==> src/shared/tmr_pkg.sv <==
package tmr_pkg;
  localparam int          CNT_W        = 8;
  localparam logic [7:0]  CNT_RESET    = 8'hFC;
  localparam logic [7:0]  CNT_MAX      = 8'hFF;
  localparam logic [7:0]  CMP_RESET    = 8'h00;
  localparam logic [7:0]  CMP_LAG      = 8'h01;
  // Clock select encodings
  localparam logic [1:0]  CS_DIV2      = 2'h0;
  localparam logic [1:0]  CS_DIV4      = 2'h1;
  localparam logic [1:0]  CS_DIV8      = 2'h2;
  localparam logic [1:0]  CS_OSC       = 2'h3;
  localparam int          DIV2_CYC     = 2;
  localparam int          DIV4_CYC     = 4;
  localparam int          DIV8_CYC     = 8;
  localparam int          OSC_DIV      = 8000;
  localparam int          PRE_W        = 13;
endpackage

==> src/design/tmr_timer8.sv <==
// Function
// - 8-bit counter counts up once per timer tick.
// - Two read views show the counter; alternate view never clears overflow.
// - Writing either view reloads FCh; reset also starts at FCh.
// - Clock select picks cpu/2, cpu/4, cpu/8 or osc/8000.
// - Rollover FFh to 00h sets the overflow flag in every mode.
// - Overflow interrupt only when enabled and global mask clear.
// - Overflow flag clears after status read then primary view access.
// - Wait mode does not affect counting.
// - Halt freezes the counter; reset restarts it at FCh.
// - Active capture edge latches counter into the channel register.
// - Capture sets its flag; interrupt gated by enable and mask.
// - Capture flag clears after status read then capture access.
// - One capture enable gates both capture channels.
// - In single pulse or PWM mode only channel 2 captures.
// - Capture pins always see transitions, even when driven as outputs.
// - Two compare registers, software only, reset to 00h.
// - Match sets compare flag, drives level, interrupt if enabled.
// - Compare pin latch held low during reset.
// - Compare flag clears after status read then compare access.
// - Pin enable clear leaves pin as I/O; match still flags.
// - Div-2 matches at value; slower ticks at value plus one.
// - Force bit copies level to pin without flag; off in modes.
`timescale 1ns/1ps
module tmr_timer8
  import tmr_pkg::*;
#(
  parameter int OSC_DIV_P = OSC_DIV
)(
  // Clock and reset
  input  wire logic             clk_sys,
  input  wire logic             rst_n,
  // Power and CPU state
  input  wire logic             halt_mode,
  input  wire logic             wait_mode,
  input  wire logic             global_irq_mask,
  input  wire logic             osc_tick,
  // Configuration
  input  wire logic [1:0]       timer_clock_select,
  input  wire logic             overflow_irq_enable,
  input  wire logic             capture_irq_enable,
  input  wire logic             compare_irq_enable,
  input  wire logic [1:0]       capture_edge_select,
  input  wire logic [1:0]       compare_output_level,
  input  wire logic [1:0]       compare_pin_enable,
  input  wire logic [1:0]       force_level_strobe,
  input  wire logic             single_pulse_mode,
  input  wire logic             pwm_mode,
  // Register accesses, one-cycle strobes
  input  wire logic             status_read,
  input  wire logic             primary_access,
  input  wire logic             counter_write,
  input  wire logic [1:0]       capture_access,
  input  wire logic [1:0]       compare_access,
  input  wire logic [1:0]       compare_write,
  input  wire logic [CNT_W-1:0] compare_wdata,
  // Pins
  input  wire logic [1:0]       capture_input_pin,
  output logic [1:0]            compare_output_pin,
  output logic [1:0]            compare_output_oe,
  // Register views
  output logic [CNT_W-1:0]      counter_primary_view,
  output logic [CNT_W-1:0]      counter_alternate_view,
  output logic [CNT_W-1:0]      capture_value_reg [2],
  output logic [CNT_W-1:0]      compare_value_reg [2],
  output logic                  overflow_flag,
  output logic [1:0]            capture_flag,
  output logic [1:0]            compare_flag,
  // Interrupt request
  output logic                  timer_irq
);
  logic [CNT_W-1:0] count_reg;
  logic             tick;
  logic             run;
  logic             mode_on;
  logic             overflow;
  logic [1:0]       cap_hit;
  logic [1:0]       cap_en;
  logic [1:0]       cmp_hit;
  logic             ovf_armed_reg;
  logic [1:0]       cap_armed_reg;
  logic [1:0]       cmp_armed_reg;
  logic [1:0]       pin_reg;
  logic [CNT_W-1:0] cap_val [2];

  // Wait mode is deliberately ignored; only halt stops the prescaler
  assign run = !halt_mode;
  assign mode_on = single_pulse_mode || pwm_mode;

  tmr_prescaler #(
    .OSC_DIV_P (OSC_DIV_P)
  ) u_pre (
    .clk_sys  (clk_sys),
    .rst_n    (rst_n),
    .run      (run),
    .clk_sel  (timer_clock_select),
    .osc_tick (osc_tick),
    .tick     (tick)
  );

  always_ff @(posedge clk_sys)
  begin
    if (!rst_n)
      count_reg <= CNT_RESET;
    else if (counter_write)
      count_reg <= CNT_RESET;
    else if (tick)
      count_reg <= count_reg + 8'h01;
  end

  assign counter_primary_view   = count_reg;
  assign counter_alternate_view = count_reg;
  assign overflow = tick && !counter_write && (count_reg == CNT_MAX);

  // Overflow flag: set beats clear in the same cycle
  always_ff @(posedge clk_sys)
  begin
    if (!rst_n)
    begin
      overflow_flag <= 1'b0;
      ovf_armed_reg <= 1'b0;
    end
    else
    begin
      if (status_read && overflow_flag)
        ovf_armed_reg <= 1'b1;
      else if (primary_access)
        ovf_armed_reg <= 1'b0;
      if (overflow)
        overflow_flag <= 1'b1;
      else if (primary_access && ovf_armed_reg)
        overflow_flag <= 1'b0;
    end
  end

  genvar i;
  generate
    for (i = 0; i < 2; i++)
    begin : g_ch
      // Channel 1 is taken by the pulse modes
      assign cap_en[i] = (i == 1) || !mode_on;

      tmr_capture_chan u_cap (
        .clk_sys     (clk_sys),
        .rst_n       (rst_n),
        .pin_in      (capture_input_pin[i]),
        .edge_rising (capture_edge_select[i]),
        .enable      (cap_en[i]),
        .count       (count_reg),
        .capture     (cap_hit[i]),
        .value       (cap_val[i])
      );
      assign capture_value_reg[i] = cap_val[i];

      always_ff @(posedge clk_sys)
      begin
        if (!rst_n)
        begin
          capture_flag[i]  <= 1'b0;
          cap_armed_reg[i] <= 1'b0;
        end
        else
        begin
          if (status_read && capture_flag[i])
            cap_armed_reg[i] <= 1'b1;
          else if (capture_access[i])
            cap_armed_reg[i] <= 1'b0;
          if (cap_hit[i])
            capture_flag[i] <= 1'b1;
          else if (capture_access[i] && cap_armed_reg[i])
            capture_flag[i] <= 1'b0;
        end
      end

      always_ff @(posedge clk_sys)
      begin
        if (!rst_n)
          compare_value_reg[i] <= CMP_RESET;
        else if (compare_write[i])
          compare_value_reg[i] <= compare_wdata;
      end

      // Flag and pin update on the tick that loads the next count, so with
      // div-2 they change as the counter reaches the value, otherwise one
      // count later
      always_comb
      begin
        if (timer_clock_select == CS_DIV2)
          cmp_hit[i] = tick
            && (count_reg + CMP_LAG == compare_value_reg[i]);
        else
          cmp_hit[i] = tick && (count_reg == compare_value_reg[i]);
      end

      always_ff @(posedge clk_sys)
      begin
        if (!rst_n)
        begin
          compare_flag[i]  <= 1'b0;
          cmp_armed_reg[i] <= 1'b0;
        end
        else
        begin
          if (status_read && compare_flag[i])
            cmp_armed_reg[i] <= 1'b1;
          else if (compare_access[i])
            cmp_armed_reg[i] <= 1'b0;
          if (cmp_hit[i])
            compare_flag[i] <= 1'b1;
          else if (compare_access[i] && cmp_armed_reg[i])
            compare_flag[i] <= 1'b0;
        end
      end

      always_ff @(posedge clk_sys)
      begin
        if (!rst_n)
          pin_reg[i] <= 1'b0;
        else if (force_level_strobe[i] && !mode_on)
          pin_reg[i] <= compare_output_level[i];
        else if (cmp_hit[i])
          pin_reg[i] <= compare_output_level[i];
      end

      assign compare_output_oe[i]  = compare_pin_enable[i];
      assign compare_output_pin[i] = compare_pin_enable[i] && pin_reg[i];
    end
  endgenerate

  // Pending requests wait for enable and an open mask
  assign timer_irq = !global_irq_mask
    && ((overflow_irq_enable && overflow_flag)
     || (capture_irq_enable && |capture_flag)
     || (compare_irq_enable && |compare_flag));
endmodule

==> src/design/tmr_prescaler.sv <==
`timescale 1ns/1ps
module tmr_prescaler
  import tmr_pkg::*;
#(
  parameter int OSC_DIV_P = OSC_DIV
)(
  // Clock and reset
  input  wire logic       clk_sys,
  input  wire logic       rst_n,
  // Control
  input  wire logic       run,
  input  wire logic [1:0] clk_sel,
  input  wire logic       osc_tick,
  // Tick out
  output logic            tick
);
  logic [2:0]       cpu_div_reg;
  logic [PRE_W-1:0] osc_div_reg;
  logic             osc_hit;

  assign osc_hit = osc_tick && (osc_div_reg == PRE_W'(OSC_DIV_P - 1));

  always_ff @(posedge clk_sys)
  begin
    if (!rst_n)
      cpu_div_reg <= 3'h0;
    else if (run)
      cpu_div_reg <= cpu_div_reg + 3'h1;
  end

  always_ff @(posedge clk_sys)
  begin
    if (!rst_n)
      osc_div_reg <= '0;
    else if (run && osc_tick)
      osc_div_reg <= osc_hit ? '0 : osc_div_reg + PRE_W'(1);
  end

  always_comb
  begin
    unique case (clk_sel)
      CS_DIV2: tick = run && (cpu_div_reg[0] == 1'b1);
      CS_DIV4: tick = run && (cpu_div_reg[1:0] == 2'h3);
      CS_DIV8: tick = run && (cpu_div_reg == 3'h7);
      CS_OSC:  tick = run && osc_hit;
    endcase
  end
endmodule

==> src/design/tmr_capture_chan.sv <==
`timescale 1ns/1ps
module tmr_capture_chan
  import tmr_pkg::*;
(
  // Clock and reset
  input  wire logic             clk_sys,
  input  wire logic             rst_n,
  // Pin and setup
  input  wire logic             pin_in,
  input  wire logic             edge_rising,
  input  wire logic             enable,
  input  wire logic [CNT_W-1:0] count,
  // Result
  output logic                  capture,
  output logic [CNT_W-1:0]      value
);
  logic meta_reg;
  logic sync_reg;
  logic last_reg;

  always_ff @(posedge clk_sys)
  begin
    if (!rst_n)
    begin
      meta_reg <= 1'b1;
      sync_reg <= 1'b1;
      last_reg <= 1'b1;
    end
    else
    begin
      meta_reg <= pin_in;
      sync_reg <= meta_reg;
      last_reg <= sync_reg;
    end
  end

  // Edge detection works whether the pin is input or driven output
  assign capture = enable && (edge_rising ? (sync_reg && !last_reg)
                                          : (!sync_reg && last_reg));

  always_ff @(posedge clk_sys)
  begin
    if (!rst_n)
      value <= '0;
    else if (capture)
      value <= count;
  end
endmodule

==> config.mk <==
export PLATFORM = sky130hd
export DESIGN_NAME = tmr_timer8
export DESIGN_NICKNAME = d
export VERILOG_FILES = /design/src/shared/tmr_pkg.sv /design/src/design/tmr_timer8.sv /design/src/design/tmr_prescaler.sv /design/src/design/tmr_capture_chan.sv
export SDC_FILE = /design/constraint.sdc
export NUM_CORES = 1
export LEC_CHECK = 0
export BUFFER_PORTS_ARGS = -buffer_cell sky130_fd_sc_hd__buf_2
export CELL_PAD_IN_SITES_DETAIL_PLACEMENT = 0
export CELL_PAD_IN_SITES_GLOBAL_PLACEMENT = 1
export CORE_AREA = 4 4 99 101
export DETAILED_ROUTE_END_ITERATION = 6
export DIE_AREA = 0 0 103 105
export MAX_ROUTING_LAYER = met4
export PLACE_DENSITY_LB_ADDON = 0.05
export SYNTH_ARGS = -nofsm -noshare
export SYNTH_HDL_FRONTEND = slang
export SYNTH_SLANG_ARGS = --single-unit
==> constraint.sdc <==
create_clock -name clk_sys -period 3.75 [get_ports clk_sys]
set_input_delay 0.375 -clock clk_sys [delete_from_list [all_inputs] [get_ports clk_sys]]
set_output_delay 0.375 -clock clk_sys [all_outputs]
set_load 0.1 [all_outputs]
# --- After elaboration in Yosys (flattened, before gate mapping) ---
# Index checks and enable logic that the tools add are counted.
word_totals:
  ff_bits: 74
  inputBits: 40
classes:
  n_addsub: 3
  n_reduce_logical: 62
  bitwise_logic: 1
  muxes: 30
  eq_ne: 11
ops:
  columns: ["op", "n"]
  rows:
  - ["$logic_and A1 B1 Y1", 35]
  - ["$eq A8 B8 Y1", 4]
  - ["$mux W1", 28]
  - ["$reduce_bool A2 Y1", 12]
  - ["$add A13 B1 Y13 const B", 1]
  - ["$eq A13 B13 Y1 const B", 1]
  - ["$mux W13", 1]
  - ["$add A8 B1 Y8 const B", 1]
  - ["$eq A8 B8 Y1 const B", 1]
  - ["$logic_not A1 Y1", 8]
  - ["$eq A2 B2 Y1 const B", 3]
  - ["$reduce_or A2 Y1", 3]
  - ["$pmux W1 S4", 1]
  - ["$add A3 B1 Y3 const B", 1]
  - ["$eq A3 B3 Y1 const B", 1]
  - ["$logic_or A1 B1 Y1", 3]
  - ["$eq A2 B1 Y1 const B", 1]
  - ["$logic_not A2 Y1", 1]
  - ["$not A1 Y1", 1]

# --- Depth between registers and ports, before layout ---
# Gate-level depths: netlist of the first run.
depth:
  ltp_word: 8
  depth_mapped: 9

# --- Modules after synthesis ---
# Synthesis of the first run repeated with hierarchy kept, for this count alone.
hier_totals:
  hier_cells: 391
  hier_area_um2: 3752.3
modules_own_cells:
  columns: ["mod", "area_per_inst_um2", "cells_each", "instances"]
  rows:
  - ["tmr_timer8", 2000.7, 218, 1]
  - ["tmr_capture_chan", 462.9, 43, 2]
  - ["tmr_prescaler", 825.8, 87, 1]

# --- Worst setup path before layout of the first run ---
# No wires, ideal clock.
synth_timing:
  path_kind: "register to output"
  from: "register overflow_flag"
  to: "output port timer_irq"
  stages_incl_launch_ff: 3
  arrival_time_ns: 2.772
  slack_ns: 0.603
  t_required_ns: 3.375
  path_buffers: 0
  path_cell_list: "dfxtp_1 nand2_1 a31oi_1"
synth_between:
  elab_chain_len: 4
synth_rtl:
  columns: ["element", "line_no", "text"]
  rows:
  - ["start, declared", "tmr_timer8.sv:66", "output logic overflow_flag,"]
  - ["start signal, assigned", "tmr_timer8.sv:120", "overflow_flag <= 1'b0;"]
  - ["start signal, assigned", "tmr_timer8.sv:130", "overflow_flag <= 1'b1;"]
  - ["start signal, assigned", "tmr_timer8.sv:132", "overflow_flag <= 1'b0;"]
  - ["$logic_and A1 B1 Y1", "tmr_timer8.sv:232", "&& ((overflow_irq_enable && overflow_flag)"]
  - ["$logic_or A1 B1 Y1", "tmr_timer8.sv:233", "|| (capture_irq_enable && |capture_flag)"]
  - ["$logic_or A1 B1 Y1", "tmr_timer8.sv:234", "|| (compare_irq_enable && |compare_flag));"]
  - ["$logic_and A1 B1 Y1", "tmr_timer8.sv:232", null]
  - ["end, declared", "tmr_timer8.sv:70", "output logic timer_irq"]
# Every way passes these cells.

# --- Worst setup path after layout of the first run ---
layout_timing:
  from: "register count_reg[4], in the netlist counter_alternate_view[4]"
  to: "register pin_reg[0]"
layout_between:
  elab_chain_len: 5
layout_rtl:
  columns: ["element", "line_no", "text"]
  rows:
  - ["start, declared", "tmr_timer8.sv:72", "logic [CNT_W-1:0] count_reg;"]
  - ["start signal, assigned", "tmr_timer8.sv:108", "count_reg <= count_reg + 8'h01;"]
  - ["$add A8 B1 Y8", "tmr_timer8.sv:190", "&& (count_reg + CMP_LAG == compare_value_reg[i]);"]
  - ["$eq A8 B8 Y1", "tmr_timer8.sv:190", null]
  - ["$logic_and A1 B1 Y1", "tmr_timer8.sv:190", null]
  - ["$mux W1 *", "tmr_timer8.sv:188", "if (timer_clock_select == CS_DIV2)"]
  - ["$reduce_bool A2 Y1 (no source line) *", null, null]
  - ["end signal, assigned by index", "tmr_timer8.sv:220", "pin_reg[i] <= compare_output_level[i];"]
  - ["end signal, assigned by index", "tmr_timer8.sv:222", "pin_reg[i] <= compare_output_level[i];"]
  - ["end, declared", "tmr_timer8.sv:83", "logic [1:0] pin_reg;"]
# Every way passes the cells marked *; elsewhere a longest branch is shown, timed or not.
# A chain may end at the register's enable or synchronous reset.

==> impl_metrics.csv, run 1 <==
group,metric,value,unit
die,start_util,40.4,%
route,top_layer_used,"met4",
clocking,cts-root-buf,"clkbuf_8",
die,fp-row-count,35,
clocking,htree_levels,3,
sta,fmax,414,MHz
route,wl_met3,426,um
clocking,cts_buffer_depth,2,
sta,rsz0062_at_grt,"no",
clocking,insertion_delay,0.34,ns
placement,post-place-ws,1.31,ns
yosys,synth_top_area_share,40.7,%
route,wl_per_cell,14.4,um
cells_and_area,finalNonFillerCells,588,
global_route,grt_max_degree,41,
route,vias,2946,
route,drt-initial-drc-count,96,
power_and_ir_drop,peakVddDrop,0.184,mV
clocking,ctsHoldBuffers,0,
cells_and_area,nNetsFinal,517,
cells_and_area,n_antenna_cell,0,
sta,setup_viol,0,
global_route,overflow,0,
yosys,synth_cell_type_count,56,
cells_and_area,area_delta_synth_final,18.3,%
route,drc_errors,0,
clocking,cts_buffers,9,
sta,finalHoldViolCount,0,
yosys,synth_edf_count,0,
yosys,ys_top_cells_by_area,"dfxtp_1 (41%), mux2i_1 (11%), nor2b_1 (6.9%)",
worst_setup_path,r2r_start,"counter_alternate_view[4]$_SDFFE_PP1P_",
worst_setup_path,path_class,"reg -> reg",
sta,slew_headroom,51.8,%
worst_setup_path,arrival,2.69,ns
route,m1WireLength,4.03,mm
global_route,grt_use_total,16.1,%
sta,min_period_over_period,64.4,%
global_route,antenna_found_initial,0,
route,via_per_inst,5.01,
sta,worst_slew_pin_slew,0.723,ns
yosys,synth_cells,394,
yosys,async_flop_share,0,%
worst_setup_path,crit_start,"counter_alternate_view[4]$_SDFFE_PP1P_",
worst_hold_path,whs_path_depth,2,
global_route,grt_pass1_wl,13.4,mm
route,met2WireLength,3.86,mm
worst_setup_path,ff2ff_setup_slack,1.33,ns
yosys,yosysSeqAreaShare,40.7,%
worst_setup_path,reg2reg_to,"pin_reg[0]$_SDFFE_PN0P_",
yosys,netlist_top_cells_count,"dfxtp_1 (74), nor2b_1 (40), mux2i_1 (39)",
power_and_ir_drop,power.total,1790,uW
cells_and_area,nFillCells,910,
yosys,ys_ff_latch,74,
route,drt_first_pass_iters,4,
die,io_pins,98,
run,cap_violations,0,
placement,hpwl,6.25,mm
die,dieArea,0.0108,sq mm
route,ant_nets,0,
die,die_w,103,um
die,fp.dieH,105,um
clocking,postCtsResizedCells,0,
sta,min_period,2.42,ns
clocking,numClockSinks,74,
outcome,outcome,"finished clean",
yosys,synth_area_per_cell,9.24,sq um
yosys,synth_flop_cell,"dfxtp_1",
cells_and_area,drive_gt1_share,25.8,%
yosys,synth_most_common_cell,"dfxtp_1",
worst_hold_path,hp-class,"in -> reg",
yosys,syn_area,0.00364,sq mm
power_and_ir_drop,p_leak,0.00191,uW
clocking,cts_tree,"built",
worst_setup_path,end_kind,"register",
sta,finClkSkew,0.00763,ns
global_route,grt_pass1_vias,2755,
placement,port_buffers,96,
worst_setup_path,worstPathMaxFanout,17,
die,core-area,0.00902,sq mm
power_and_ir_drop,powerDensity,415,mW/mm^2
worst_setup_path,r2r_cells,6,
worst_setup_path,crit_path_end,"pin_reg[0]$_SDFFE_PN0P_",
worst_setup_path,worst_setup_path_start_kind,"register",
yosys,yosysTopAreaCell,"dfxtp_1",
yosys,yosys_warnings,0,
sta,setup-tns-final,0,ns
yosys,synth_nets,438,
placement,place_inst,573,
sta,worst_slack,1.33,ns
clocking,postCtsSetupBuffers,0,
placement,gp_congestion,0.844,
route,totalWireLength,8.44,mm
worst_setup_path,required,4.02,ns
sta,drv_slew,0,
clocking,cts.reportedPaths.clkPinSlew,0.08,ns
-- critical path, cell delays in order, from the launching register on --
cell and delay [ns]:
dfxtp_1 0.71, nand4_1 0.34, nor3_1 0.34, mux2i_1 0.23, o2111ai_1 0.23, o31ai_2 0.31
mux2i_1 0.19
-- logic make-up (layout without fill, tap and decap cells) --
group           count (synthesis)  count (layout)  synth area share, %
fa+ha+maj                       4               4                 1.37
simple gates                  161             161                 24.4
mux                            39              39                 10.7
flops                          74              74                 40.7
compound gates                 53              53                 9.79
xor+xnor                       31              31                 7.46
buf+inv                        32             115                 5.53
-- per-layer routing --
layer	up-vias	GRT usage, %
li1	1494	-
met1	1367	21.3
met2	73	24.8
met3	12	2.54
met4	0	5.74
met5	-	-
-- final cells by class --
class | instances | area, sq um | area share [%]
multi-input cells | 288 | 1960 | 45.5
flip-flops and latches | 74 | 1480 | 34.4
repair buffers | 98 | 495 | 11.5
clock buffers | 11 | 151 | 3.51
well taps | 111 | 139 | 3.22
clock inverters | 4 | 75.1 | 1.74
inverters | 2 | 7.51 | 0.174
-- through the flow --
| step | hold WS (ns) | utilization [%] | area, sq um |
|---|---|---|---|
| detailed placement | 0.396 | 45.2 | 4080 |
| CTS | 0.199 | 47.8 | 4310 |
| finish | 0.212 | 47.8 | 4310 |
| global placement | 0.388 | 45.2 | 4080 |
| floorplan | 0.386 | - | 3640 |
| global route | 0.206 | 47.8 | 4310 |
-- where the power goes --
group	total (uW)	leakage [uW]	switching, uW	internal (uW)
sequential	828	0.000603	20.1	808
clock	691	0.000108	284	407
combinational	268	0.00119	196	72.5
total	1790	0.00191	500	1290
-- worst min path at each step --
stage / start / endpoint / slack (ns)
finish: capture_input_pin[0] / g_ch[0].u_cap.meta_reg$_SDFF_PN1_ / 0.21
global route: capture_input_pin[0] / g_ch[0].u_cap.meta_reg$_SDFF_PN1_ / 0.21
CTS: capture_input_pin[0] / g_ch[0].u_cap.meta_reg$_SDFF_PN1_ / 0.20
detailed placement: g_ch[0].u_cap.meta_reg$_SDFF_PN1_ / g_ch[0].u_cap.sync_reg$_SDFF_PN1_ / 0.40
global placement: g_ch[1].u_cap.meta_reg$_SDFF_PN1_ / g_ch[1].u_cap.sync_reg$_SDFF_PN1_ / 0.39
floorplan: g_ch[0].u_cap.meta_reg$_SDFF_PN1_ / g_ch[0].u_cap.sync_reg$_SDFF_PN1_ / 0.39
-- cells in the final DEF, fill, tap and decap left out, types with 2 or more instances in the layout --
cell type / synthesis / layout
buf_2: 4 / 96
dfxtp_1: 74 / 74
nor2b_1: 40 / 40
mux2i_1: 39 / 39
nand2_1: 35 / 35
nor2_1: 21 / 21
xnor2_1: 17 / 17
o21ai_0: 14 / 14
xor2_1: 14 / 14
nand2b_1: 14 / 14
clkbuf_8: 2 / 11
nand3_1: 10 / 10
nor3_1: 8 / 8
a21oi_1: 8 / 8
a21boi_0: 8 / 8
and2_1: 6 / 6
or3_1: 5 / 5
a31oi_1: 4 / 4
nand4_1: 4 / 4
ha_1: 4 / 4
o211ai_1: 3 / 3
and3_1: 2 / 2
o31ai_1: 2 / 2
nor3b_1: 2 / 2
inv_1: 2 / 2
a211oi_1: 2 / 2
clkinvlp_4: 0 / 2
bufinv_16: 0 / 2
buf_4: 11 / 2
Note: power is estimated with default switching activity, not from simulation.
==> run 2: changes to the inputs <==
--- a/config.mk
+++ b/config.mk
@@ -8,9 +8,9 @@
 export BUFFER_PORTS_ARGS = -buffer_cell sky130_fd_sc_hd__buf_2
 export CELL_PAD_IN_SITES_DETAIL_PLACEMENT = 0
 export CELL_PAD_IN_SITES_GLOBAL_PLACEMENT = 1
-export CORE_AREA = 4 4 99 101
+export CORE_AREA = 4 4 107 109
 export DETAILED_ROUTE_END_ITERATION = 6
-export DIE_AREA = 0 0 103 105
+export DIE_AREA = 0 0 111 113
 export MAX_ROUTING_LAYER = met4
 export PLACE_DENSITY_LB_ADDON = 0.05
 export SYNTH_ARGS = -nofsm -noshare
==> constraint.sdc (replaced) <==
create_clock -name clk_sys -period 2.2 [get_ports clk_sys]
set_input_delay 0.22 -clock clk_sys [delete_from_list [all_inputs] [get_ports clk_sys]]
set_output_delay 0.22 -clock clk_sys [all_outputs]
set_load 0.1 [all_outputs]
==> run 2 against run 1 <==
Effect of this change: total power grew 74%; critical endpoint is now pin_reg[1]$_SDFFE_PN0P_; design area grew 4.7%; critical path type unchanged; clock skew about the same; routed wire length is 7.7% higher.
==> impl_metrics.csv, run 2 (synthesized netlist as in run 1, its figures left out) <==
group,metric,value,unit
cells_and_area,finalNonFillerCells,630,
die,fp.dieH,113,um
cells_and_area,n_antenna_cell,0,
die,dieArea,0.0125,sq mm
placement,postPlaceCellArea,0.00424,sq mm
route,drt_first_pass_iters,4,
route,vias,2982,
die,fp-row-count,38,
worst_setup_path,r2r_start,"counter_alternate_view[0]$_SDFFE_PP0P_",
worst_hold_path,holdCritStartpoint,"capture_input_pin[0]",
placement,gp_congestion,0.763,
global_route,grt_max_degree,61,
sta,fmax,498,MHz
die,die_w,111,um
power_and_ir_drop,p_leak,0.00199,uW
sta,min_period_over_period,91.2,%
power_and_ir_drop,peakVddDrop,0.365,mV
outcome,outcome,"finished clean",
route,wl_per_cell,14.4,um
die,start_util,34.3,%
route,ant_nets,0,
placement,hpwl,6.71,mm
worst_setup_path,required,2.47,ns
power_and_ir_drop,clock_power_share,39.7,%
global_route,grt_pass1_vias,2795,
sta,setup-tns-final,0,ns
die,core-area,0.0106,sq mm
worst_setup_path,worst_setup_path_start_kind,"register",
power_and_ir_drop,swShare,29.0,%
run,cap_violations,0,
cells_and_area,final_area,0.00451,sq mm
worst_setup_path,path_class,"reg -> reg",
worst_setup_path,arrival,2.28,ns
worst_hold_path,whs_path_depth,2,
route,drc_errors,0,
sta,setup_viol,0,
worst_setup_path,cp.depth,7,
worst_hold_path,hp-class,"in -> reg",
sta,finClkSkew,0.00750,ns
die,io_pins,98,
worst_setup_path,slowest_delay,0.39,ns
sta,worst_slew_pin_slew,0.541,ns
route,via_per_inst,4.73,
cells_and_area,nNetsFinal,529,
placement,place_inst,614,
power_and_ir_drop,seqPwrFrac,45.2,%
worst_setup_path,critical-path-top-delay-family,"simple AND/OR/NAND/NOR gates",
clocking,cts.reportedPaths.clkPinSlew,0.08,ns
clocking,htree_levels,3,
cells_and_area,layout_common_cells,"buf_2 (96), dfxtp_1 (66), nor2b_1 (40)",
cells_and_area,drive_gt1_share,30.6,%
global_route,grt_pass1_wl,14.5,mm
clocking,cts_buffers,9,
route,drt-initial-drc-count,61,
sta,min_period,2.01,ns
clocking,numClockSinks,74,
sta,drv_slew,0,
power_and_ir_drop,p_int,2210,uW
sta,slew_headroom,63.9,%
worst_setup_path,r2r_cells,7,
power_and_ir_drop,powerDensity,690,mW/mm^2
power_and_ir_drop,p_sw,901,uW
worst_setup_path,critPathBufInv,0,
worst_setup_path,ff2ff_setup_slack,0.19,ns
global_route,grt_use_total,14.9,%
clocking,cts-root-buf,"clkbuf_8",
worst_hold_path,holdPathEnd,"g_ch[0].u_cap.meta_reg$_SDFF_PN1_",
worst_setup_path,end_kind,"register",
clocking,cts_buffer_depth,2,
worst_setup_path,path_cells,"ha_2 > nand3_1 > or3_1 > a31o_2 > and3_2 > a31oi_1 > mux2i_1",
worst_setup_path,worstPathMaxFanout,6,
sta,finalHoldViolCount,0,
placement,port_buffers,96,
worst_setup_path,cpMaxStageDelayCell,"dfxtp_4",
clocking,cts_tree,"built",
global_route,antenna_found_initial,0,
route,totalWireLength,9.10,mm
clocking,ctsHoldBuffers,0,
worst_setup_path,reg2reg_to,"pin_reg[1]$_SDFFE_PN0P_",
global_route,overflow,0,
sta,rsz0062_at_grt,"no",
cells_and_area,area_delta_synth_final,23.9,%
power_and_ir_drop,power_frac_comb,15.1,%
clocking,insertion_delay,0.34,ns
cells_and_area,layout_commonest_cell,"buf_2",
==> run 2: cell type report <==
type | instances | area [sq um]
clock buffer | 11 | 151
clock inverter | 5 | 85.1
fill | 1111 | 6090
inverter | 2 | 7.51
multi-input combinational | 288 | 2000
sequential | 74 | 1500
tap | 140 | 175
timing repair buffer | 110 | 586
==> run 2: repair_timing <==
action                     4_1_cts  5_1_grt
setup buffers                    0        0
setup endpoints to repair        0        3
resized for setup                0        7
==> run 2: per-layer routing <==
layer  part of all wire [%]  routed length [um]  track usage (%)  vias to the layer above
met2                     48                4350             23.9                       61
met1                     47                4300             19.1                     1389
met3                    3.6                 330             2.89                       11
li1                       -                   -                -                     1521
met4                    1.3                 117             4.93                        0
met5                      0                   0                -                        -
==> run 2: how the worst max path moves through the flow <==
stage	from	end	slack [ns]
6_report	counter_alternate_view[0]$_SDFFE_PP0P_	pin_reg[1]$_SDFFE_PN0P_	0.19
5_1_grt	u_pre.osc_div_reg[0]$_SDFFE_PN0P_	pin_reg[0]$_SDFFE_PN0P_	0.04
4_1_cts	u_pre.osc_div_reg[0]$_SDFFE_PN0P_	pin_reg[0]$_SDFFE_PN0P_	0.08
3_5_place_dp	timer_clock_select[0]	pin_reg[0]$_SDFFE_PN0P_	0.12
3_3_place_gp	timer_clock_select[0]	pin_reg[0]$_SDFFE_PN0P_	0.12
2_1_floorplan	counter_alternate_view[3]$_SDFFE_PP1P_	pin_reg[0]$_SDFFE_PN0P_	0.01
==> run 2: power by group through the flow <==
stage | registers (uW) | clock network [uW] | logic [uW]
final | 1410 | 1230 | 470
after global routing | 1410 | 1340 | 501
after CTS | 1410 | 1290 | 474
after detailed placement | 1440 | 0 | 473
after global placement | 1440 | 0 | 471
after floorplan | 1630 | 0 | 177
==> run 2: through the flow <==
step	hold slack [ns]	worst slack [ns]	power, uW	utilization (%)
after floorplan	0.321	0.0138	1800	-
after global placement	0.392	0.122	1910	40.0
after global routing	0.0587	0.0380	3250	42.5
after detailed placement	0.392	0.118	1910	40.0
after CTS	0.0331	0.0823	3170	42.2
final	0.0553	0.193	3110	42.5
